$ cat config.mk
export PLATFORM = sky130hd
export DESIGN_NAME = csrf_clock_guard
export DESIGN_NICKNAME = d
export VERILOG_FILES = /design/src/csrf_pkg.sv /design/src/csrf_clock_guard.sv
export SDC_FILE = /design/constraint.sdc
export NUM_CORES = 1
export LEC_CHECK = 0
export BUFFER_PORTS_ARGS = -buffer_cell sky130_fd_sc_hd__buf_2
export CAP_MARGIN = 20
export CORE_MARGIN = 2
export CORE_UTILIZATION = 47
export DETAILED_ROUTE_END_ITERATION = 12
export PLACE_DENSITY_LB_ADDON = 0.08
export RECOVER_POWER = 50
export SYNTH_ARGS = -nofsm -noshare
export SYNTH_HDL_FRONTEND = slang
export SYNTH_SLANG_ARGS = --single-unit
$ cat constraint.sdc
create_clock -name I_REF_CLK -period 1.9 [get_ports I_REF_CLK]
set_clock_uncertainty 0.15 [all_clocks]
set_input_delay 0.19 -clock I_REF_CLK [delete_from_list [all_inputs] [get_ports I_REF_CLK]]
set_output_delay 0.19 -clock I_REF_CLK [all_outputs]
set_load 0.02 [all_outputs]
$ cat src/csrf_pkg.sv
// shared constants and types for the clock guard and reset flag block
package csrf_pkg;

  // register index as mapped; byte address is four times the index
  localparam logic [11:0] CRS_IDX = 12'h02b;
  localparam logic [11:0] CRS_ADDR = 12'(CRS_IDX * 4);

  // field positions in clock_reset_status
  localparam int WDG_BIT = 0;
  localparam int DET_BIT = 1;
  localparam int IE_BIT = 2;
  localparam int LVD_BIT = 4;
  localparam logic [7:0] CRS_RESET_MASK = 8'h00;

  // reference clock and timing
  localparam int CLK_PERIOD_NS = 100;
  localparam int SPIKE_MIN_NS = 200;
  localparam int SPIKE_MIN_CYC_RAW = (SPIKE_MIN_NS + CLK_PERIOD_NS - 1) / CLK_PERIOD_NS;
  localparam int SPIKE_MIN_CYC = (SPIKE_MIN_CYC_RAW < 1) ? 1 : SPIKE_MIN_CYC_RAW;
  localparam int BACKUP_PERIOD_NS = 3200;
  localparam int BACKUP_HALF_RAW = BACKUP_PERIOD_NS / CLK_PERIOD_NS / 2;
  localparam int BACKUP_HALF_CYC = (BACKUP_HALF_RAW < 1) ? 1 : BACKUP_HALF_RAW;
  localparam int BACKUP_PERIOD_CYC = 2 * BACKUP_HALF_CYC;
  localparam int RECOVER_EDGES = 4;
  localparam int CNT_W = 8;

  // oscillator option encodings
  typedef enum logic [2:0] {
    OSC_EXT_CLK = 3'h0,
    OSC_RES0 = 3'h1,
    OSC_RES1 = 3'h2,
    OSC_RES2 = 3'h3,
    OSC_RES3 = 3'h4,
    OSC_EXT_RC = 3'h5,
    OSC_INT_RC = 3'h6
  } csrf_osc_mode_t;

  // clock guard states, one-hot
  typedef enum logic [2:0] {
    ST_OFF = 3'b001,
    ST_MAIN = 3'b010,
    ST_BACKUP = 3'b100
  } csrf_guard_st_t;

  typedef struct packed {
    logic psel;
    logic penable;
    logic pwrite;
    logic [11:0] paddr;
    logic [31:0] pwdata;
  } csrf_apb_req_t;

  typedef struct packed {
    logic [31:0] prdata;
    logic pready;
    logic pslverr;
  } csrf_apb_rsp_t;

endpackage : csrf_pkg

$ cat src/csrf_clock_guard.sv
// clock source selection, clock guard and reset flag register
`timescale 1ns/1ns
`default_nettype none

module csrf_clock_guard
  import csrf_pkg::*;
#(
  parameter int SPIKE_CYC = SPIKE_MIN_CYC,
  parameter int BACKUP_HALF = BACKUP_HALF_CYC,
  parameter int RECOVER_N = RECOVER_EDGES
)
(
  input wire logic I_REF_CLK,
  input wire logic I_RST,
  input wire logic I_CE,
  input wire csrf_apb_req_t I_APB,
  output var csrf_apb_rsp_t O_APB,
  input wire logic [2:0] I_OSC_MODE,
  input wire logic I_GUARD_OPT_EN,
  input wire logic I_OSC_IN_PIN,
  input wire logic I_INT_RC_CLK,
  input wire logic I_LVD_RST,
  input wire logic I_WDG_RST_EVT,
  input wire logic I_HALT,
  input wire logic I_ACTIVE_HALT,
  input wire logic I_WAIT,
  input wire logic I_IRQ_MASK,
  input wire logic I_TIMEBASE_IRQ,
  output logic O_CORE_CLK,
  output logic O_ON_BACKUP,
  output logic O_OSC_OUT_EN,
  output logic O_SHARED_IRQ,
  output logic O_WAKE
);

  localparam logic [CNT_W-1:0] SPIKE_LIM = CNT_W'(SPIKE_CYC - 1);
  localparam logic [CNT_W-1:0] LOST_LIM = CNT_W'(2 * BACKUP_HALF - 1);
  localparam logic [CNT_W-1:0] BK_LIM = CNT_W'(BACKUP_HALF - 1);
  localparam logic [CNT_W-1:0] GOOD_LIM = CNT_W'(RECOVER_N - 1);
  localparam logic [CNT_W-1:0] CNT_SAT = {CNT_W{1'b1}};

  // pin synchronisers: a new level counts once stages two and three agree
  wire [1:0] pins = {I_INT_RC_CLK, I_OSC_IN_PIN};
  wire [1:0] pin_lvl;

  genvar g;
  generate
    for (g = 0; g < 2; g++)
    begin : g_sync
      logic s1;
      logic s2;
      logic s3;
      logic lvl;
      always_ff @(posedge I_REF_CLK or posedge I_RST)
      begin
        if (I_RST)
        begin
          s1 <= 1'b0;
          s2 <= 1'b0;
          s3 <= 1'b0;
          lvl <= 1'b0;
        end
        else if (I_CE)
        begin
          s1 <= pins[g];
          s2 <= s1;
          s3 <= s2;
          if (s2 == s3)
            lvl <= s3;
        end
      end
      assign pin_lvl[g] = lvl;
    end
  endgenerate

  // mode decode
  wire csrf_osc_mode_t osc_mode = csrf_osc_mode_t'(I_OSC_MODE);
  wire is_res = (osc_mode == OSC_RES0) || (osc_mode == OSC_RES1) ||
                (osc_mode == OSC_RES2) || (osc_mode == OSC_RES3);
  wire drives_pin = is_res || (osc_mode == OSC_EXT_RC);
  wire full_halt = I_HALT && !I_ACTIVE_HALT;
  wire guard_active = I_GUARD_OPT_EN && !full_halt;

  wire main_raw = (osc_mode == OSC_INT_RC) ? pin_lvl[1] : pin_lvl[0];

  logic main_prev;
  logic [CNT_W-1:0] half_cnt;
  logic [CNT_W-1:0] good_cnt;
  logic [CNT_W-1:0] idle_cnt;
  logic filtered;
  logic [CNT_W-1:0] bk_cnt;
  logic bk_lvl;
  logic sel_bk;
  logic core_clk;
  logic in_reset;
  logic osc_en;
  csrf_guard_st_t state;
  csrf_guard_st_t next_state;

  wire main_edge = main_raw != main_prev;
  wire spike = main_edge && (half_cnt < SPIKE_LIM);
  wire good_edge = main_edge && !spike;
  wire next_filtered = spike || (filtered && !(good_edge && good_cnt >= GOOD_LIM));
  wire lost = idle_cnt >= LOST_LIM;
  wire healthy = !filtered && !lost;
  wire main_out = I_GUARD_OPT_EN ? (main_prev && !filtered) : main_prev;

  // edge timing and filter state; frozen in halt
  always_ff @(posedge I_REF_CLK or posedge I_RST)
  begin
    if (I_RST)
    begin
      main_prev <= 1'b0;
      half_cnt <= '0;
      good_cnt <= '0;
      idle_cnt <= '0;
      filtered <= 1'b0;
    end
    else if (I_CE && guard_active)
    begin
      main_prev <= main_raw;
      half_cnt <= main_edge ? '0 : ((half_cnt == CNT_SAT) ? half_cnt : half_cnt + 1'b1);
      good_cnt <= spike ? '0 : ((good_edge && good_cnt != CNT_SAT) ? good_cnt + 1'b1 : good_cnt);
      idle_cnt <= good_edge ? '0 : ((idle_cnt == CNT_SAT) ? idle_cnt : idle_cnt + 1'b1);
      filtered <= next_filtered;
    end
    else if (I_CE && !full_halt)
      main_prev <= main_raw;
  end

  always_comb
  begin
    next_state = state;
    if (!guard_active)
      next_state = ST_OFF;
    else
    begin
      case (state)
        ST_OFF: next_state = ST_MAIN;
        ST_MAIN: next_state = lost ? ST_BACKUP : ST_MAIN;
        ST_BACKUP: next_state = healthy ? ST_MAIN : ST_BACKUP;
        default: next_state = ST_OFF;
      endcase
    end
  end

  always_ff @(posedge I_REF_CLK or posedge I_RST)
  begin
    if (I_RST)
      state <= ST_OFF;
    else if (I_CE)
      state <= next_state;
  end

  always_ff @(posedge I_REF_CLK or posedge I_RST)
  begin
    if (I_RST)
    begin
      bk_cnt <= '0;
      bk_lvl <= 1'b0;
    end
    else if (I_CE && guard_active)
    begin
      bk_cnt <= (bk_cnt >= BK_LIM) ? '0 : bk_cnt + 1'b1;
      if (bk_cnt >= BK_LIM)
        bk_lvl <= !bk_lvl;
    end
  end

  // change source only while the new one is low and the old is low or dead
  wire want_bk = state == ST_BACKUP;
  wire new_lvl = want_bk ? bk_lvl : main_out;
  wire may_switch = !new_lvl && (!core_clk || lost);
  wire next_sel = (want_bk != sel_bk && may_switch) ? want_bk : sel_bk;
  wire next_core = full_halt ? 1'b0 : (next_sel ? bk_lvl : main_out);

  always_ff @(posedge I_REF_CLK or posedge I_RST)
  begin
    if (I_RST)
    begin
      sel_bk <= 1'b0;
      core_clk <= 1'b0;
    end
    else if (I_CE)
    begin
      sel_bk <= next_sel;
      core_clk <= next_core;
    end
  end

  assign O_CORE_CLK = core_clk;
  assign O_ON_BACKUP = sel_bk;

  // oscillator drive survives reset in resonator modes
  always_ff @(posedge I_REF_CLK or posedge I_RST)
  begin
    if (I_RST)
      in_reset <= 1'b1;
    else if (I_CE)
      in_reset <= 1'b0;
  end

  always_ff @(posedge I_REF_CLK or posedge I_LVD_RST)
  begin
    if (I_LVD_RST)
      osc_en <= 1'b0;
    else if (I_CE)
      osc_en <= drives_pin && !full_halt && (is_res || !in_reset);
  end

  assign O_OSC_OUT_EN = osc_en;

  // register bus: one wait state, then the transfer completes
  wire acc = I_APB.psel && I_APB.penable;
  wire hit = I_APB.paddr == CRS_ADDR;
  logic ready;
  wire done = acc && ready;
  wire wr_done = done && I_APB.pwrite && hit && !full_halt;
  wire rd_done = done && !I_APB.pwrite && hit && !full_halt;

  logic lvd_flag;
  logic wdg_flag;
  logic det;
  logic ie;
  // flag reads zero with guard disabled
  wire det_shown = det && I_GUARD_OPT_EN;
  wire [7:0] read_val = CRS_RESET_MASK | {3'h0, lvd_flag, 1'b0, ie, det_shown, wdg_flag};
  wire [31:0] next_rdata = (hit && !I_APB.pwrite) ? {24'h000000, read_val} : 32'h00000000;

  always_ff @(posedge I_REF_CLK or posedge I_RST)
  begin
    if (I_RST)
    begin
      ready <= 1'b0;
      O_APB <= '0;
    end
    else if (I_CE)
    begin
      ready <= acc && !ready;
      O_APB.pready <= acc && !ready;
      O_APB.pslverr <= acc && !ready && !hit;
      if (acc && !ready)
        O_APB.prdata <= next_rdata;
    end
  end

  // flag set only by low-voltage reset, kept through others
  always_ff @(posedge I_REF_CLK or posedge I_LVD_RST)
  begin
    if (I_LVD_RST)
      lvd_flag <= 1'b1;
    else if (I_CE && wr_done && !I_APB.pwdata[LVD_BIT])
      lvd_flag <= 1'b0;
  end

  // watchdog flag, cleared by low-voltage reset, set wins
  always_ff @(posedge I_REF_CLK or posedge I_LVD_RST)
  begin
    if (I_LVD_RST)
      wdg_flag <= 1'b0;
    else if (I_CE)
    begin
      if (I_WDG_RST_EVT)
        wdg_flag <= 1'b1;
      else if (wr_done && !I_APB.pwdata[WDG_BIT])
        wdg_flag <= 1'b0;
    end
  end

  // detection flag and enable; reset clears, halt wake keeps
  wire det_set = I_GUARD_OPT_EN && state == ST_BACKUP;
  wire det_clr = rd_done && state == ST_MAIN;

  always_ff @(posedge I_REF_CLK or posedge I_RST)
  begin
    if (I_RST)
    begin
      det <= 1'b0;
      ie <= 1'b0;
    end
    else if (I_CE && !full_halt)
    begin
      if (det_set)
        det <= 1'b1;
      else if (det_clr || !I_GUARD_OPT_EN)
        det <= 1'b0;
      if (wr_done)
        ie <= I_APB.pwdata[IE_BIT];
    end
  end

  // level request while flag, enable and open mask hold
  wire guard_req = det_shown && ie && !I_IRQ_MASK;

  always_ff @(posedge I_REF_CLK or posedge I_RST)
  begin
    if (I_RST)
    begin
      O_SHARED_IRQ <= 1'b0;
      O_WAKE <= 1'b0;
    end
    else if (I_CE)
    begin
      O_SHARED_IRQ <= guard_req || I_TIMEBASE_IRQ;
      // wake from wait and active-halt only
      O_WAKE <= guard_req && (I_WAIT || I_ACTIVE_HALT) && !full_halt;
    end
  end
endmodule : csrf_clock_guard

`default_nettype wire

==> impl_metrics.csv, run 1 <==
group,metric,value,unit
yosys,async_flop_share,100,%
floorplanning,start_util,48.9,%
critical_path,crit_family,"compound AO/OA/AOI/OAI gates",
yosys,yosysWarnings,0,
drt,num_vias,2748,
drt,antenna_left,0,
yosys,ys.flop_type,"dfrtp_1",
yosys,yosys.area.top_type,"dfrtp_1",
grt,grtUsageTotal,20.3,%
clock_tree,clockBufferDepth,2,
critical_path,criticalPathCategory,"register to register",
timing,finalMaxSlewViolations,0,
timing,fin_crit_sh,101,%
critical_path,cp.required,2.04,ns
power,power.density,1000,nW/µm²
grt,overflow,0,
critical_path,slowest_stage,"a2111o_1",
floorplanning,core,6870,µm²
placement,place_inst,494,
yosys,synth.area.top_cells,"dfrtp_1 (44%), buf_4 (6.5%), mux2_2 (3.0%)",
floorplanning,dieArea,7830,µm²
yosys,ys_seq_area_share,46.3,%
critical_path,crit_path_end_kind,"register",
timing,finalWorstSetupSlack,-0.0186,ns
yosys,synth.avg_cell_area,9.87,µm²
power,ir_drop,0.521,mV
clock_tree,clk_latency,0.35,ns
timing,relSlewSlack,56.1,%
drt,wl,7260,µm
layout,area_growth,21.8,%
yosys,post-synth-top-area-fraction,44.0,%
clock_tree,tritoncts,"yes",
timing,holdWs,0.0361,ns
timing,rsz0062_at_grt,"true",
critical_path,crit_buf_inv,0,
grt,antenna_found_initial,0,
grt,grt_pass1_vias,2720,
placement,dpl_cell_area,3780,µm²
timing,tns,-0.0319,ns
drt,vias_per_cell,5.25,
floorplanning,ioPinCount,102,
layout,drive_gt1_share,25.5,%
drt,dr.first_iter.drc_count,122,
critical_path,crit_path_max_incr_delay,0.44,ns
yosys,syn_inst,340,
critical_path,cp_max_fo,4,
timing,tightest_slew,0.657,ns
drt,drt-pass1-iter-count,4,
floorplanning,die-width,88.5,µm
layout,nNetsFinal,490,
run_status,status,"complete, but fails checks",
run_status,violations,"setup timing",
grt,grt_pass1_wl,12200,µm
layout,n_antenna_cell,0,
clock_tree,root_buffer,"clkbuf_8",
drt,drc_errors,0,
flow_run,cap_viol_max_count,0,
placement,gp_congestion,0.817,
power,p_leak,1.97,nW
timing,layout_min_cycle_time,1.92,ns
layout,postLayoutCellArea,4090,µm²
timing,hold_violations,0,
clock_tree,cts.sink_count,62,
floorplanning,row_count,30,
layout,fin_cells,523,
floorplanning,die_h,88.5,µm
clock_tree,cts.clk_slew.worst_paths,0.07,ns
grt,grt_max_degree,29,
timing,setup_violations,3,
yosys,ys_types,54,
timing,fmax,521,MHz
placement,io_buffer_count,44,
placement,hpwl,5000,µm
worst_hold_path,hp-class,"primary input to register",
clock_tree,numCtsBuffers,9,
yosys,syn_area,3360,µm²
yosys,synth_edf_count,0,
yosys,synth-seq-cells,62,
critical_path,crit_chain,"ha_2, and3_4, a2111o_1, o41ai_1, a221o_1",
clock_tree,cts_max_level,3,
critical_path,start_kind,"register",
drt,wl_per_cell,13.9,µm
critical_path,cp.arrival,2.06,ns
[Yosys cell counts, types with 3 or more instances]
cell,n
o31ai_1,3
inv_1,13
or4_1,3
nand3_1,17
dfstp_2,3
and2_1,6
dfrtp_1,59
nor3_1,6
a31oi_1,8
a21oi_1,16
ha_1,5
nor4b_1,6
nor2b_1,3
a22o_1,8
nand2_1,19
xor2_1,7
nand2b_1,4
clkbuf_1,5
nor2_1,26
mux2_2,9
buf_4,29
and3_1,10
o22a_1,4
o21ai_0,18
buf_2,3
o22ai_1,3
nor3b_1,3
o41ai_1,3
nand4_1,9
[where the power goes]
group	internal, mW	leakage, nW	total, mW	switching [mW]
clock network	0.671	0.106	1.18	0.511
logic	0.555	1.06	1.16	0.606
registers	1.54	0.805	1.76	0.224
total	2.77	1.97	4.11	1.34
[layout make-up]
cell class / count / area, µm²
clock buffer: 12 / 155
clock inverter: 4 / 45.0
fill: 615 / 2780
inverter: 13 / 48.8
multi-input combinational: 253 / 1620
sequential: 62 / 1560
tap: 96 / 120
timing repair buffer: 83 / 546
[logic make-up (layout without fill, tap and decap cells)]
family                     after synthesis  after routing  share of synthesized area, %
AOI/OAI and AO/OA                       78             78                          15.7
and+or+nand+nor                        120            120                          19.8
other                                    1             28                         0.112
DFF                                     62             62                          46.3
adders and majority gates                5              5                          1.86
buffers and inverters                   52            112                          9.17
xor gates and xnor gates                10             10                          2.83
muxes                                   12             12                          4.29
[worst paths after layout]
path                          startpoint      endpoint  slack (ns)  cells past startpoint
max in group asynchronous          I_RST      in_reset        0.34                      4
max                          idle_cnt[0]      state[1]       -0.02                      5
min reg2reg                     lvd_flag      lvd_flag        0.32                      1
min in group asynchronous      I_LVD_RST  O_OSC_OUT_EN        0.12                      3
max reg2reg                  idle_cnt[0]      state[1]       -0.02                      5
min                        I_OSC_MODE[2]  O_OSC_OUT_EN        0.04                      3
[per-layer routing]
| metal | part of all wire (%) | GRT usage (%) | wire [µm] |
|---|---|---|---|
| met5 | 0 | 0 | 0 |
| met4 | 1.9 | 9.78 | 136 |
| met3 | 4.7 | 3.82 | 338 |
| met2 | 48 | 33.4 | 3490 |
| met1 | 45 | 25.8 | 3290 |
[stage by stage]
step                      utilization, %  worst slack (ns)  power, mW
after floorplan                        -           0.00852       2.50
after global placement              55.0           -0.0243       2.86
after detailed placement            55.0           -0.0436       2.90
after CTS                           59.9           0.00336       4.13
after global routing                59.5            -0.108       4.37
final                               59.5           -0.0186       4.11
[layout by cell type (no fill, tap or decap), drive strengths merged, types with 9 or more instances in the layout]
master and n:
o21ai 19, and3 10, mux2 9, buf 66
nor2 26, a21oi 16, clkbuf 17, nand4 9
nand3 17, inv 13, nand2 19, dfrtp 59
conb 28, dlygate4sd3 12
[worst register-to-register path, cell delays in order (launching register included)]
cell and delay [ns]:
dfrtp_1 0.40, ha_2 0.19, and3_4 0.18, a2111o_1 0.44, o41ai_1 0.32, a221o_1 0.20
[sequential cells by signal, summed over array words and instances, names as in the netlist]
signal        cells
bk_lvl            1
half_cnt          8
main_prev         1
filtered          1
g_sync.s1         2
idle_cnt          8
bk_cnt            8
O_ON_BACKUP       1
g_sync.s2         2
lvd_flag          1
in_reset          1
state             3
det               1
O_CORE_CLK        1
O_APB             5
O_WAKE            1
wdg_flag          1
g_sync.lvl        2
g_sync.s3         2
good_cnt          8
ie                1
O_SHARED_IRQ      1
O_OSC_OUT_EN      1
ready             1
[timing repair]
item | in CTS | in global routing
buffers inserted | 0 | 1
pin swaps | 1 | 1
resized for setup | 3 | 4
endpoints found under the hold margin | 26 | 0
endpoints found under the setup margin | 2 | 10
hold buffers | 12 | 0
Power figures use the tool's default switching activity.
==> inputs of run 2 (changes only) <==
--- a/config.mk
+++ b/config.mk
@@ -8,7 +8,7 @@
 export BUFFER_PORTS_ARGS = -buffer_cell sky130_fd_sc_hd__buf_2
 export CAP_MARGIN = 20
 export CORE_MARGIN = 2
-export CORE_UTILIZATION = 47
+export CORE_UTILIZATION = 50
 export DETAILED_ROUTE_END_ITERATION = 12
 export PLACE_DENSITY_LB_ADDON = 0.08
 export RECOVER_POWER = 50
==> constraint.sdc (replaced) <==
create_clock -name I_REF_CLK -period 2.29 [get_ports I_REF_CLK]
set_clock_uncertainty 0.15 [all_clocks]
set_input_delay 0.229 -clock I_REF_CLK [delete_from_list [all_inputs] [get_ports I_REF_CLK]]
set_output_delay 0.229 -clock I_REF_CLK [all_outputs]
set_load 0.02 [all_outputs]
==> impl_metrics.csv, run 2 (synthesis gave the netlist of run 1 again) <==
group,metric,value,unit
floorplanning,start_util,52.3,%
layout,n_antenna_cell,0,
layout,ff_latch_area,1560,µm²
critical_path,start_kind,"register",
placement,gp_congestion,0.822,
clock_tree,clockBufferDepth,2,
timing,fmax,470,MHz
power,switching_share,33.0,%
grt,grt_pass1_vias,2518,
floorplanning,dieArea,7390,µm²
clock_tree,cts.sink_count,62,
grt,grt_max_degree,32,
timing,layout_min_cycle_time,2.13,ns
layout,layout_commonest_cell,"dfrtp_1",
drt,drt-pass1-iter-count,4,
critical_path,rr_endpoint,"state[2]",
floorplanning,row_count,29,
placement,dp_worst_setup_slack,0.210,ns
critical_path,reg2reg_depth,7,
power,pwr-share-seq,44.9,%
clock_tree,numCtsBuffers,9,
timing,finalWorstSetupSlack,0.162,ns
clock_tree,root_buffer,"clkbuf_8",
clock_tree,cts_max_level,3,
timing,relSlewSlack,43.4,%
critical_path,cp.required,2.37,ns
flow_run,cap_viol_max_count,0,
clock_tree,clk_latency,0.34,ns
timing,hold_violations,0,
critical_path,r2r-start,"idle_cnt[0]",
floorplanning,die_h,85.9,µm
critical_path,r2r_slack,0.16,ns
power,comb_power_share,22.9,%
clock_tree,cts.clk_slew.worst_paths,0.07,ns
layout,nNetsFinal,467,
layout,drive_gt1_share,20.3,%
worst_hold_path,holdPathStages,3,
grt,antenna_found_initial,0,
grt,overflow,0,
worst_hold_path,holdCritStartpoint,"I_TIMEBASE_IRQ",
timing,rsz0062_at_grt,"false",
layout,multi_input_area,1600,µm²
placement,place_inst,457,
clock_tree,ctsResizeCount,0,
placement,io_buffer_count,44,
power,power.density,851,nW/µm²
clock_tree,hold_buffers,8,
critical_path,crit_path_end_kind,"register",
drt,wl,6680,µm
floorplanning,core,6420,µm²
floorplanning,die-width,85.9,µm
layout,fin_cells,481,
timing,finalMaxSlewViolations,0,
layout,nFillCells,561,
grt,grtUsageTotal,20.0,%
drt,dr.first_iter.drc_count,120,
floorplanning,ioPinCount,102,
timing,tns,0,ns
drt,vias_per_cell,5.55,
timing,holdWs,0.0288,ns
timing,setup_violations,0,
critical_path,cp_max_fo,4,
layout,final_cell_mix,"dfrtp_1 (59), buf_2 (42), conb_1 (28)",
clock_tree,tritoncts,"yes",
placement,hpwl,4730,µm
power,ir_drop,0.462,mV
power,switchingPower,1.09,mW
clock_tree,post_cts_buffers,0,
power,pwr-share-clk,32.2,%
critical_path,cp.arrival,2.21,ns
grt,grt_pass1_wl,11600,µm
power,p_int,2.21,mW
run_status,status,"finished clean",
drt,drc_errors,0,
worst_hold_path,min_to,"O_SHARED_IRQ",
drt,wl_per_cell,13.9,µm
drt,num_vias,2669,
power,p_leak,1.84,nW
critical_path,criticalPathCategory,"register to register",
drt,antenna_left,0,
timing,tightest_slew,0.849,ns
worst_hold_path,hp-class,"primary input to register",
timing,fin_crit_sh,92.9,%
layout,area_growth,15.5,%
run 2: cell count changes in the layout (fill, tap and decap cells not counted), sizes merged:
cell	before	now
buf	66	47
bufinv	1	2
clkbuf	17	14
clkinv	3	2
clkinvlp	0	2
dlygate4sd3	12	8
inv	13	14
run 2: worst max-delay path: stages, from the launching register on:
cell	delay [ns]
dfrtp_1	0.41
ha_1	0.22
and3_1	0.22
a2111o_1	0.46
buf_4	0.17
nor2_1	0.13
o41ai_1	0.08
a22o_1	0.19
run 2: metrics by stage:
step	area [µm²]	total power, mW	util, %
finish	3880	3.30	60.4
global route	3880	3.51	60.4
CTS	3900	3.34	60.8
detailed placement	3600	2.25	56.1
global placement	3600	2.23	56.1
floorplan	3460	2.07	-
run 2: power by group through the flow:
stage	Clock (mW)	Combinational, mW	Sequential, mW
6_report	1.06	0.757	1.48
5_1_grt	1.14	0.863	1.51
3_5_place_dp	0	0.760	1.49
4_1_cts	1.09	0.768	1.48
2_1_floorplan	0	0.618	1.45
3_3_place_gp	0	0.742	1.49
run 2: metal layers:
layer / track usage (%) / part of all wire [%]
met5: 0 / 0
met4: 5.19 / 1.0
met3: 6.64 / 5.0
met2: 32.4 / 47
met1: 25.9 / 47
run 2: area by class of cell:
| type | instances | area share, % |
|---|---|---|
| Multi-Input combinational cell | 253 | 41.1 |
| Sequential cell | 62 | 40.1 |
| Timing Repair Buffer | 60 | 9.29 |
| Clock buffer | 9 | 3.19 |
| Clock inverter | 7 | 2.52 |
| Tap cell | 77 | 2.48 |
| Inverter | 13 | 1.26 |
run 2: how the worst max path moves through the flow:
stage                startpoint           to  slack (ns)  depth (start not counted)
floorplan           idle_cnt[0]  O_ON_BACKUP        0.26                          6
global placement    idle_cnt[0]  O_ON_BACKUP        0.21                          6
detailed placement  idle_cnt[0]     state[1]        0.21                          6
CTS                 idle_cnt[0]  O_ON_BACKUP        0.18                          6
global route        idle_cnt[0]  O_ON_BACKUP        0.06                          6
finish              idle_cnt[0]     state[2]        0.16                          7
